[config.mk]
export PLATFORM = sky130hd
export DESIGN_NAME = rsi_top
export DESIGN_NICKNAME = d
export VERILOG_FILES = /design/src/core/rsi_pkg.sv /design/src/core/rsi_settle.sv /design/src/core/rsi_top.sv
export SDC_FILE = /design/constraint.sdc
export NUM_CORES = 1
export LEC_CHECK = 0
export BUFFER_PORTS_ARGS = -buffer_cell sky130_fd_sc_hd__buf_4
export CAP_MARGIN = 10
export CORE_MARGIN = 5
export CORE_UTILIZATION = 30
export CTS_CLUSTER_SIZE = 24
export DETAILED_ROUTE_END_ITERATION = 6
export PLACE_DENSITY = 0.63
export SETUP_SLACK_MARGIN = 0.15
export SYNTH_ARGS = -nofsm -noshare
export SYNTH_HDL_FRONTEND = slang
export SYNTH_SLANG_ARGS = --single-unit
[constraint.sdc]
create_clock -name CLK -period 1.8 [get_ports CLK]
set_input_delay 0.27 -clock CLK [delete_from_list [all_inputs] [get_ports CLK]]
set_output_delay 0.27 -clock CLK [all_outputs]
set_load 0.005 [all_outputs]
[src/core/rsi_pkg.sv]
/*
  Package of the reset state initialiser: register offsets, reset values,
  field positions and settle counts.
  Assumes a 32-bit APB slave with one register per aligned word.
*/
package rsi_pkg;
  // ==========================================================================
  // Register offsets (byte addresses)
  localparam logic [7:0] OFS_STATUS   = 8'h00;
  localparam logic [7:0] OFS_SYSMODE  = 8'h04;
  localparam logic [7:0] OFS_INTCTL0  = 8'h08;
  localparam logic [7:0] OFS_TIMERCTL = 8'h0c;
  localparam logic [7:0] OFS_PORTDIR  = 8'h10;
  localparam logic [7:0] OFS_WDTCTL   = 8'h14;
  localparam logic [7:0] OFS_LVSEL    = 8'h18;
  localparam logic [7:0] OFS_EVSTAT   = 8'h1c;
  localparam logic [7:0] OFS_EVMASK   = 8'h20;
  localparam logic [7:0] OFS_STATE    = 8'h24;
  // ==========================================================================
  // Reset values
  localparam logic [7:0] RST_SYSMODE  = 8'h03;
  localparam logic [6:0] RST_INTCTL0  = 7'h00;
  localparam logic [7:0] RST_TIMERCTL = 8'h00;
  localparam logic [7:0] RST_PORTDIR  = 8'hff;
  localparam logic [7:0] RST_WDTCTL   = 8'h53;
  localparam logic [7:0] RST_LVSEL    = 8'h55;
  localparam logic [4:0] RST_EVMASK   = 5'h00;
  localparam logic [2:0] SP_TOP       = 3'h7;
  localparam logic [2:0] SP_ZERO      = 3'h0;
  // ==========================================================================
  // Field positions
  localparam int STAT_TO_BIT    = 5;
  localparam int STAT_PDF_BIT   = 4;
  localparam int SYSMODE_FAST   = 0;
  localparam int TIMER_ON_BIT   = 4;
  localparam int EV_POR         = 0;
  localparam int EV_LVR         = 1;
  localparam int EV_WDT_RUN     = 2;
  localparam int EV_WDT_HALT    = 3;
  localparam int EV_SETTLE_DONE = 4;
  localparam int EV_W           = 5;
  localparam int SYNC_W         = 4;
  localparam int IN_POR         = 0;
  localparam int IN_LVR         = 1;
  localparam int IN_WDT         = 2;
  localparam int IN_HALT        = 3;
  // ==========================================================================
  // Wake settle time, in system clock cycles
  localparam int             SETTLE_FAST_CYCLES = 1024;
  localparam int             SETTLE_SLOW_CYCLES = 1;
  localparam int             SETTLE_W           = 11;
  localparam logic [10:0]    SETTLE_FAST_CNT    = SETTLE_FAST_CYCLES[10:0];
  localparam logic [10:0]    SETTLE_SLOW_CNT    = SETTLE_SLOW_CYCLES[10:0];
endpackage

[src/core/rsi_settle.sv]
/*
  Wake settle timer: holds the core for a clock-dependent number of cycles
  after a watchdog wake from halt.
  Assumes start is a one-cycle pulse on the same clock.
*/
`timescale 1ns/100ps
`default_nettype none
module rsi_settle
  import rsi_pkg::*;
(
  input  wire logic clk,
  input  wire logic arst_n,
  input  wire logic start,
  input  wire logic fast,
  output var  logic busy_r,
  output var  logic done_r
);
  logic [SETTLE_W-1:0] cnt_r;
  logic [SETTLE_W-1:0] cnt_nxt;
  logic                busy_nxt;
  logic                done_nxt;

  // ==========================================================================
  // Countdown
  always_comb
  begin
    cnt_nxt  = cnt_r;
    busy_nxt = busy_r;
    done_nxt = 1'b0;
    if (start)
    begin
      cnt_nxt  = fast ? SETTLE_FAST_CNT : SETTLE_SLOW_CNT;
      busy_nxt = 1'b1;
    end
    else if (busy_r)
    begin
      cnt_nxt = cnt_r - 11'h001;
      if (cnt_r == 11'h001)
      begin
        busy_nxt = 1'b0;
        done_nxt = 1'b1;
      end
    end
  end

  always_ff @(posedge clk or negedge arst_n)
  begin
    if (!arst_n)
    begin
      cnt_r  <= 11'h000;
      busy_r <= 1'b0;
      done_r <= 1'b0;
    end
    else
    begin
      cnt_r  <= cnt_nxt;
      busy_r <= busy_nxt;
      done_r <= done_nxt;
    end
  end

  // ==========================================================================
  // Assertions
  // Busy length is counted here; a plain delay that long is too costly
  logic [SETTLE_W-1:0] run_len_r;
  logic [SETTLE_W-1:0] run_len_nxt;
  logic                run_fast_r;
  logic                run_fast_nxt;

  always_comb
  begin
    run_len_nxt  = busy_r ? run_len_r + 11'h001 : 11'h000;
    run_fast_nxt = start ? fast : run_fast_r;
  end

  always_ff @(posedge clk or negedge arst_n)
  begin
    if (!arst_n)
    begin
      run_len_r  <= 11'h000;
      run_fast_r <= 1'b0;
    end
    else
    begin
      run_len_r  <= run_len_nxt;
      run_fast_r <= run_fast_nxt;
    end
  end
endmodule
`default_nettype wire

[src/core/rsi_top.sv]
/*
  Reset state initialiser: turns power-on, low-voltage and watchdog reset
  causes into flag updates and initial state for the core, with an APB
  register file and a level interrupt.
  Assumes the reset detectors and halt state arrive asynchronously, and
  that the core acts on the PC and stack pointer load pulses.
*/
`timescale 1ns/100ps
`default_nettype none
module rsi_top
  import rsi_pkg::*;
(
  input  wire logic        CLK,
  input  wire logic        ARST_N,
  input  wire logic        PSEL,
  input  wire logic        PENABLE,
  input  wire logic        PWRITE,
  input  wire logic [7:0]  PADDR,
  input  wire logic [31:0] PWDATA,
  output var  logic [31:0] PRDATA,
  output var  logic        PREADY,
  output var  logic        PSLVERR,
  input  wire logic        POR_DET,
  input  wire logic        LVR_DET,
  input  wire logic        WDT_EXPIRED,
  input  wire logic        HALT_STATE,
  output var  logic        PC_CLR,
  output var  logic        SP_LOAD,
  output var  logic [2:0]  SP_VALUE,
  output var  logic        WDT_CLR,
  output var  logic        WDT_RUN,
  output var  logic        TIMER_ON,
  output var  logic [6:0]  INT_EN,
  output var  logic [7:0]  PORT_DIR,
  output var  logic        CPU_HOLD,
  output var  logic        IRQ
);
  import rsi_pkg::*;

  // ==========================================================================
  // Input synchronisers
  logic [SYNC_W-1:0] pin_in;
  logic [SYNC_W-1:0] meta_r;
  logic [SYNC_W-1:0] sync_r;
  logic [SYNC_W-1:0] prev_r;

  assign pin_in = {HALT_STATE, WDT_EXPIRED, LVR_DET, POR_DET};

  genvar gi;
  generate
    for (gi = 0; gi < SYNC_W; gi++)
    begin : g_sync
      always_ff @(posedge CLK or negedge ARST_N)
      begin
        if (!ARST_N)
        begin
          meta_r[gi] <= 1'b0;
          sync_r[gi] <= 1'b0;
          prev_r[gi] <= 1'b0;
        end
        else
        begin
          meta_r[gi] <= pin_in[gi];
          sync_r[gi] <= meta_r[gi];
          prev_r[gi] <= sync_r[gi];
        end
      end
    end
  endgenerate

  // ==========================================================================
  // Reset cause decode
  logic ev_por;
  logic ev_lvr;
  logic ev_wdt;
  logic in_halt;
  logic halt_entry;
  logic do_full;
  logic do_wdt_run;
  logic do_wdt_halt;

  assign ev_por     = sync_r[IN_POR] & ~prev_r[IN_POR];
  assign ev_lvr     = sync_r[IN_LVR] & ~prev_r[IN_LVR];
  assign ev_wdt     = sync_r[IN_WDT] & ~prev_r[IN_WDT];
  assign in_halt    = sync_r[IN_HALT];
  assign halt_entry = sync_r[IN_HALT] & ~prev_r[IN_HALT];
  // Power-on and low-voltage mask any watchdog cause in the same cycle
  assign do_full     = ev_por | ev_lvr;
  assign do_wdt_run  = ev_wdt & ~do_full & ~in_halt;
  assign do_wdt_halt = ev_wdt & ~do_full & in_halt;

  // ==========================================================================
  // APB decode
  logic        setup_ph;
  logic        acc_ph;
  logic        wr_en;
  logic        rd_en;
  logic        addr_ok;
  logic [31:0] rd_mux;

  assign setup_ph = PSEL & ~PENABLE;
  assign acc_ph   = PSEL & PENABLE & PREADY;
  assign wr_en    = acc_ph & PWRITE & ~PSLVERR;
  assign rd_en    = acc_ph & ~PWRITE & ~PSLVERR;
  assign addr_ok  = (PADDR <= OFS_STATE) && (PADDR[1:0] == 2'b00);

  // ==========================================================================
  // Register state
  logic              to_r, to_nxt;
  logic              pdf_r, pdf_nxt;
  logic [7:0]        sysmode_r, sysmode_nxt;
  logic [6:0]        intctl_r, intctl_nxt;
  logic [7:0]        timerctl_r, timerctl_nxt;
  logic [7:0]        portdir_r, portdir_nxt;
  logic [7:0]        wdtctl_r, wdtctl_nxt;
  logic [7:0]        lvsel_r, lvsel_nxt;
  logic [EV_W-1:0]   evstat_r, evstat_nxt;
  logic [EV_W-1:0]   evmask_r, evmask_nxt;
  logic [EV_W-1:0]   ev_set;
  logic              settle_busy;
  logic              settle_done;

  assign ev_set = {settle_done, do_wdt_halt, do_wdt_run, ev_lvr, ev_por};

  always_comb
  begin
    to_nxt       = to_r;
    pdf_nxt      = pdf_r;
    sysmode_nxt  = sysmode_r;
    intctl_nxt   = intctl_r;
    timerctl_nxt = timerctl_r;
    portdir_nxt  = portdir_r;
    wdtctl_nxt   = wdtctl_r;
    lvsel_nxt    = lvsel_r;
    evmask_nxt   = evmask_r;
    evstat_nxt   = evstat_r;
    // Software writes first, so the reset loads and flag updates below override them
    if (wr_en)
    begin
      case (PADDR)
        OFS_STATUS:
        begin
          // Write one to clear either flag
          if (PWDATA[STAT_TO_BIT])
            to_nxt = 1'b0;
          if (PWDATA[STAT_PDF_BIT])
            pdf_nxt = 1'b0;
        end
        OFS_SYSMODE:  sysmode_nxt  = PWDATA[7:0];
        OFS_INTCTL0:  intctl_nxt   = PWDATA[6:0];
        OFS_TIMERCTL: timerctl_nxt = PWDATA[7:0];
        OFS_PORTDIR:  portdir_nxt  = PWDATA[7:0];
        OFS_WDTCTL:   wdtctl_nxt   = PWDATA[7:0];
        OFS_LVSEL:    lvsel_nxt    = PWDATA[7:0];
        OFS_EVMASK:   evmask_nxt   = PWDATA[EV_W-1:0];
        default:      ;
      endcase
    end
    if (rd_en && PADDR == OFS_EVSTAT)
      evstat_nxt = '0;
    // A new event wins over the read that clears it
    evstat_nxt = evstat_nxt | ev_set;
    if (halt_entry)
      pdf_nxt = 1'b1;
    if (do_full || do_wdt_run)
    begin
      // Same values for power-on, low-voltage and running watchdog
      sysmode_nxt  = RST_SYSMODE;
      intctl_nxt   = RST_INTCTL0;
      timerctl_nxt = RST_TIMERCTL;
      portdir_nxt  = RST_PORTDIR;
      wdtctl_nxt   = RST_WDTCTL;
      lvsel_nxt    = RST_LVSEL;
    end
    if (ev_por)
    begin
      to_nxt  = 1'b0;
      pdf_nxt = 1'b0;
    end
    else if (ev_lvr)
    begin
      to_nxt  = to_r;
      pdf_nxt = pdf_r;
    end
    else if (do_wdt_run)
    begin
      to_nxt  = 1'b1;
      pdf_nxt = pdf_r;
    end
    else if (do_wdt_halt)
    begin
      to_nxt  = 1'b1;
      pdf_nxt = 1'b1;
    end
  end

  always_ff @(posedge CLK or negedge ARST_N)
  begin
    if (!ARST_N)
    begin
      to_r       <= 1'b0;
      pdf_r      <= 1'b0;
      sysmode_r  <= RST_SYSMODE;
      intctl_r   <= RST_INTCTL0;
      timerctl_r <= RST_TIMERCTL;
      portdir_r  <= RST_PORTDIR;
      wdtctl_r   <= RST_WDTCTL;
      lvsel_r    <= RST_LVSEL;
      evstat_r   <= '0;
      evmask_r   <= RST_EVMASK;
    end
    else
    begin
      to_r       <= to_nxt;
      pdf_r      <= pdf_nxt;
      sysmode_r  <= sysmode_nxt;
      intctl_r   <= intctl_nxt;
      timerctl_r <= timerctl_nxt;
      portdir_r  <= portdir_nxt;
      wdtctl_r   <= wdtctl_nxt;
      lvsel_r    <= lvsel_nxt;
      evstat_r   <= evstat_nxt;
      evmask_r   <= evmask_nxt;
    end
  end

  // ==========================================================================
  // Wake settle
  rsi_settle u_settle (
    .clk    (CLK),
    .arst_n (ARST_N),
    .start  (do_wdt_halt),
    .fast   (sysmode_r[SYSMODE_FAST]),
    .busy_r (settle_busy),
    .done_r (settle_done)
  );

  // ==========================================================================
  // Core-facing outputs and APB answer
  logic        pc_clr_nxt;
  logic        sp_load_nxt;
  logic [2:0]  sp_value_nxt;
  logic        wdt_clr_nxt;
  logic        pready_nxt;
  logic        pslverr_nxt;
  logic [31:0] prdata_nxt;

  always_comb
  begin
    rd_mux = 32'h0000_0000;
    case (PADDR)
      OFS_STATUS:   rd_mux = {26'h0, to_r, pdf_r, 4'h0};
      OFS_SYSMODE:  rd_mux = {24'h0, sysmode_r};
      OFS_INTCTL0:  rd_mux = {25'h0, intctl_r};
      OFS_TIMERCTL: rd_mux = {24'h0, timerctl_r};
      OFS_PORTDIR:  rd_mux = {24'h0, portdir_r};
      OFS_WDTCTL:   rd_mux = {24'h0, wdtctl_r};
      OFS_LVSEL:    rd_mux = {24'h0, lvsel_r};
      OFS_EVSTAT:   rd_mux = {27'h0, evstat_r};
      OFS_EVMASK:   rd_mux = {27'h0, evmask_r};
      OFS_STATE:    rd_mux = {29'h0, in_halt, settle_busy, WDT_RUN};
      default:      rd_mux = 32'h0000_0000;
    endcase
  end

  always_comb
  begin
    // Every cause restarts at address zero
    pc_clr_nxt   = do_full | do_wdt_run | do_wdt_halt;
    sp_load_nxt  = do_full | do_wdt_run | do_wdt_halt;
    sp_value_nxt = SP_VALUE;
    if (do_wdt_halt)
      sp_value_nxt = SP_ZERO;
    else if (do_full || do_wdt_run)
      sp_value_nxt = SP_TOP;
    wdt_clr_nxt = do_full | do_wdt_run;
    pready_nxt  = setup_ph;
    pslverr_nxt = setup_ph & ~addr_ok;
    prdata_nxt  = setup_ph ? rd_mux : PRDATA;
  end

  always_ff @(posedge CLK or negedge ARST_N)
  begin
    if (!ARST_N)
    begin
      PC_CLR   <= 1'b0;
      SP_LOAD  <= 1'b0;
      SP_VALUE <= SP_TOP;
      WDT_CLR  <= 1'b0;
      WDT_RUN  <= 1'b0;
      TIMER_ON <= 1'b0;
      INT_EN   <= RST_INTCTL0;
      PORT_DIR <= RST_PORTDIR;
      CPU_HOLD <= 1'b0;
      IRQ      <= 1'b0;
      PREADY   <= 1'b0;
      PSLVERR  <= 1'b0;
      PRDATA   <= 32'h0000_0000;
    end
    else
    begin
      PC_CLR   <= pc_clr_nxt;
      SP_LOAD  <= sp_load_nxt;
      SP_VALUE <= sp_value_nxt;
      WDT_CLR  <= wdt_clr_nxt;
      WDT_RUN  <= 1'b1;
      TIMER_ON <= timerctl_nxt[TIMER_ON_BIT];
      INT_EN   <= intctl_nxt;
      PORT_DIR <= portdir_nxt;
      CPU_HOLD <= settle_busy | do_wdt_halt;
      IRQ      <= |(evstat_nxt & evmask_nxt);
      PREADY   <= pready_nxt;
      PSLVERR  <= pslverr_nxt;
      PRDATA   <= prdata_nxt;
    end
  end
endmodule
`default_nettype wire
==> results.rst <==
.. list-table::
   :header-rows: 1

   * - Metric
     - Value
   * - Vias post-DR
     - 3683
   * - Maximum root-to-sink buffer count
     - 2
   * - Avg Cell Area, Syn
     - 10.9 sq um
   * - Multi-input logic area
     - 0.00219 sq mm
   * - Vias per cell
     - 4.82
   * - Layout overhead on the synthesized area
     - 30.0%
   * - Total global routing track utilization
     - 0.140
   * - Final clock period utilization by the worst path
     - 1.07
   * - Die Span Y
     - 137 microns
   * - Maximum number of pins on one net before global-route repair
     - 32
   * - Total of endpoints with negative setup slack in the final report
     - 3
   * - Cell Chain, Critical Path
     - or4_4 -> or4_4 -> or3_1 -> a21oi_1
   * - Register area share after synthesis
     - 0.523
   * - Number of primary I/O pins
     - 108
   * - Fraction of power consumed by the clock network
     - 0.335
   * - Std cell rows
     - 46
   * - Routed wirelength normalized by instance count
     - 16.7 microns
   * - Number of design-rule violations left by the first detailed-router iteration
     - 302
   * - Core footprint
     - 0.0158 sq mm
   * - Number of sinks handled by clock tree synthesis
     - 100
   * - Endpoint type of the worst setup path
     - flop
   * - Layout filler cell count
     - 1546
   * - Total chip power
     - 5.58 mW
   * - Maximum level of the CTS H-tree
     - 3
   * - Max IR drop VDD
     - 0.561 mV
   * - Clock transition at path regs
     - 0.07 ns
   * - Final WS setup
     - -0.120 ns
   * - Standard cell with the maximum stage delay on the critical path
     - sky130_fd_sc_hd__or4_4
   * - Maximum fanout encountered on the critical timing path
     - 3
   * - Worst Hold Margin
     - 0.0330 ns
   * - Worst setup timing slack at the placement stage
     - -0.185 ns
   * - Critical Path Most Common Cell
     - sky130_fd_sc_hd__or4_4
   * - Post-synthesis cell type count
     - 60
   * - DRC violation count after routing
     - 0
   * - Worst path arrival time
     - 2.19 ns
   * - First-pass DRT Iterations
     - 5
   * - Comb power frac
     - 0.198
   * - Share of async-settable or async-resettable flops after synthesis
     - 1.00
   * - Antenna-violating nets left
     - 0
   * - CP peak stage delay
     - 0.56 ns
   * - Skew final
     - 0.00896 ns
   * - FF-to-FF path depth
     - 4
   * - Type of the setup path with the least slack
     - reg2reg
   * - Reported leakage power
     - 2.93 nW
   * - Power per cell area
     - 889 mW/mm^2
   * - RSZ-0062 raised after global routing
     - true
   * - Synthesized flop and latch total
     - 100
   * - Post-detailed-routing wire length
     - 12.7 mm
   * - Total of warnings raised by yosys
     - 0
   * - Highest Clock Rate
     - 521 MHz
   * - Switching portion of total power
     - 0.279
   * - Sequential cell area in the final layout
     - 0.00253 sq mm
   * - CTS tree
     - built
   * - Fraction of final layout cells sized beyond drive strength 1
     - 0.354
   * - P_sw
     - 1.56 mW
   * - DIE AREA
     - 0.0187 sq mm
   * - Post-synthesis instance total
     - 444
   * - Cell family with the largest share of critical-path delay
     - simple AND/OR/NAND/NOR gates
   * - Critical path buffer and inverter count
     - 0
   * - Final HPWL from detailed placement
     - 9.62 mm
   * - Commonest non-fill, non-tap cells in the layout
     - sky130_fd_sc_hd__buf_4, sky130_fd_sc_hd__dfrtp_1, sky130_fd_sc_hd__nand2_1, sky130_fd_sc_hd__nor2_1, sky130_fd_sc_hd__mux2i_1
   * - Number of flops mapped to enable cells by yosys
     - 0
   * - Chip width
     - 137 microns
   * - Number of hold violations in the final report
     - 0
   * - Layout net count
     - 595
   * - Number of antenna violations at the first check in global routing
     - 0
   * - Ys flop type
     - sky130_fd_sc_hd__dfrtp_1
   * - Number of buffers inserted by port buffering
     - 59
   * - Worst hold path stage count
     - 1
   * - Residual overflow from global routing
     - 0
   * - Critical path depth in cells
     - 4
   * - Shortest clock period the worst path allows after layout
     - 1.92 ns
   * - P_int
     - 4.03 mW
   * - Count of final max-slew check failures
     - 0
   * - Run status
     - complete, but fails checks
   * - Placer Congestion
     - 0.891
   * - Count of max-cap constraint violations
     - 0
   * - Worst min-delay path category
     - in2reg
   * - Antenna cells
     - 0
   * - Setup crit start kind
     - flop
   * - Clock insertion delay at the later pin of the skew report
     - 0.34 ns
   * - First-pass GRT wire length
     - 20.3 mm
   * - Number of global-route vias before repair
     - 3685
   * - Violations in the final reports
     - setup timing
   * - Syn Std Cell Area
     - 0.00483 sq mm
   * - Starting density of the core
     - 0.305
   * - Most common cell after layout, fill and taps aside
     - sky130_fd_sc_hd__buf_4
   * - TritonCTS Buffers
     - 9
   * - CP Data Required Time
     - 2.07 ns
   * - Buffer type at the clock tree root
     - sky130_fd_sc_hd__clkbuf_16
   * - Power share of the sequential group
     - 0.467
[timing repair]
action | in CTS | in global routing
pin swaps | 4 | 9
endpoints found under the setup margin | 54 | 23
endpoints found under the hold margin | 21 | 0
resized for setup | 13 | 21
hold buffers | 1 | 0
setup buffers | 0 | 3
[cell type report]
class | count | share of cell area
clock inverter | 5 | 0.00857
clock buffer | 10 | 0.0365
tap | 216 | 0.0431
timing repair buffer | 116 | 0.156
sequential | 100 | 0.403
inverter | 6 | 0.00359
multi-input combinational | 311 | 0.349
[path summary, 6_finish.rpt]
check	end	slack [ns]	start
worst max-delay path	u_settle.cnt_r[9]	-0.12	u_settle.cnt_r[2]
worst min-delay path	meta_r[3]	0.03	HALT_STATE
worst max register to register	u_settle.cnt_r[9]	-0.12	u_settle.cnt_r[2]
worst min register to register	sync_r[0]	0.35	meta_r[0]
max in group asynchronous	PORT_DIR[5]	0.73	ARST_N
min in group asynchronous	CPU_HOLD	0.41	ARST_N
[synthesized netlist by cell type (2+ instances only)]
cell,number,area [sq um]
sky130_fd_sc_hd__nor2b_1,3,18.8
sky130_fd_sc_hd__clkbuf_1,14,52.6
sky130_fd_sc_hd__nand4_2,2,25.0
sky130_fd_sc_hd__dfstp_2,19,499
sky130_fd_sc_hd__nand3_1,19,95.1
sky130_fd_sc_hd__o21ai_0,7,35.0
sky130_fd_sc_hd__xnor2_1,5,43.8
sky130_fd_sc_hd__a22o_1,4,35.0
sky130_fd_sc_hd__o22ai_1,5,31.3
sky130_fd_sc_hd__nor4_1,2,12.5
sky130_fd_sc_hd__inv_1,5,18.8
sky130_fd_sc_hd__a22oi_1,12,90.1
sky130_fd_sc_hd__buf_2,7,35.0
sky130_fd_sc_hd__conb_1,2,7.51
sky130_fd_sc_hd__nand4_1,4,25.0
sky130_fd_sc_hd__nor2_1,41,154
sky130_fd_sc_hd__nor3_1,3,15.0
sky130_fd_sc_hd__xor2_1,2,17.5
sky130_fd_sc_hd__nand2_1,45,169
sky130_fd_sc_hd__nor3_2,3,30.0
sky130_fd_sc_hd__or3_1,2,12.5
sky130_fd_sc_hd__a221oi_1,3,26.3
sky130_fd_sc_hd__mux2i_1,42,420
sky130_fd_sc_hd__ha_1,2,25.0
sky130_fd_sc_hd__a211oi_1,5,37.5
sky130_fd_sc_hd__mux2_2,9,101
sky130_fd_sc_hd__mux4_2,2,45.0
sky130_fd_sc_hd__nor4b_4,2,47.6
sky130_fd_sc_hd__a21o_1,5,37.5
sky130_fd_sc_hd__nand2b_1,3,18.8
sky130_fd_sc_hd__or3_2,2,15.0
sky130_fd_sc_hd__or4_1,2,15.0
sky130_fd_sc_hd__and2_1,3,18.8
sky130_fd_sc_hd__a21oi_1,14,70.1
sky130_fd_sc_hd__o21ai_1,8,40.0
sky130_fd_sc_hd__dfrtp_1,81,2030
sky130_fd_sc_hd__a222oi_1,2,20.0
sky130_fd_sc_hd__nor4b_2,2,30.0
sky130_fd_sc_hd__or2_2,2,12.5
sky130_fd_sc_hd__buf_4,29,218
[registers in the layout, summed over array words and instances, names as in the netlist, 3 cells and up]
name and count:
INT_EN 7, PORT_DIR 8, PRDATA 8, evmask_r 5
evstat_r 5, lvsel_r 8, meta_r 4, prev_r 4
sync_r 3, sysmode_r 8, timerctl_r 8, u_settle.cnt_r 11
wdtctl_r 8
[layer usage]
metal / GRT usage / wire length (microns) / vias to the layer above
met2: 0.229 / 6280 / 114
li1: - / - / 1722
met4: 0.0294 / 125 / 0
met3: 0.0357 / 780 / 11
met5: 0 / 0 / -
met1: 0.187 / 5550 / 1836
[per-stage QoR]
stage               setup TNS (ns)  cells   util  area [sq um]
floorplan                   -0.206    467      -          4950
global placement             -1.61    745  0.368          5820
detailed placement           -2.03    745  0.368          5820
CTS                         -0.293    761  0.389          6160
global route                -0.504    764  0.397          6280
finish                      -0.232    764  0.397          6280
[power groups by stage]
stage	Sequential, mW	Combinational (mW)	Clock, mW
detailed placement	2.61	0.984	0
floorplan	2.58	0.601	0
finish	2.60	1.11	1.87
CTS	2.58	1.01	1.92
global placement	2.59	0.950	0
global route	2.62	1.23	2.04
[logic make-up (layout without fill, tap and decap cells)]
family | Yosys count | in the layout | synth area share
multiplexers | 53 | 53 | 0.117
XOR/XNOR | 7 | 7 | 0.0127
adder cells (fa/ha/maj) | 2 | 2 | 0.00518
flip-flops | 100 | 100 | 0.523
other | 2 | 25 | 0.00155
buffers and inverters | 56 | 137 | 0.0679
AO/OA/AOI/OAI | 72 | 72 | 0.0990
AND/OR/NAND/NOR | 152 | 152 | 0.173
[worst reg2reg max path: cells and delay by family, from the launching register on]
| family | cells | cell delay [ns] |
|---|---|---|
| flops | 1 | 0.38 |
| simple gates | 3 | 1.34 |
| compound gates | 1 | 0.13 |
Power figures use the tool's default switching activity.
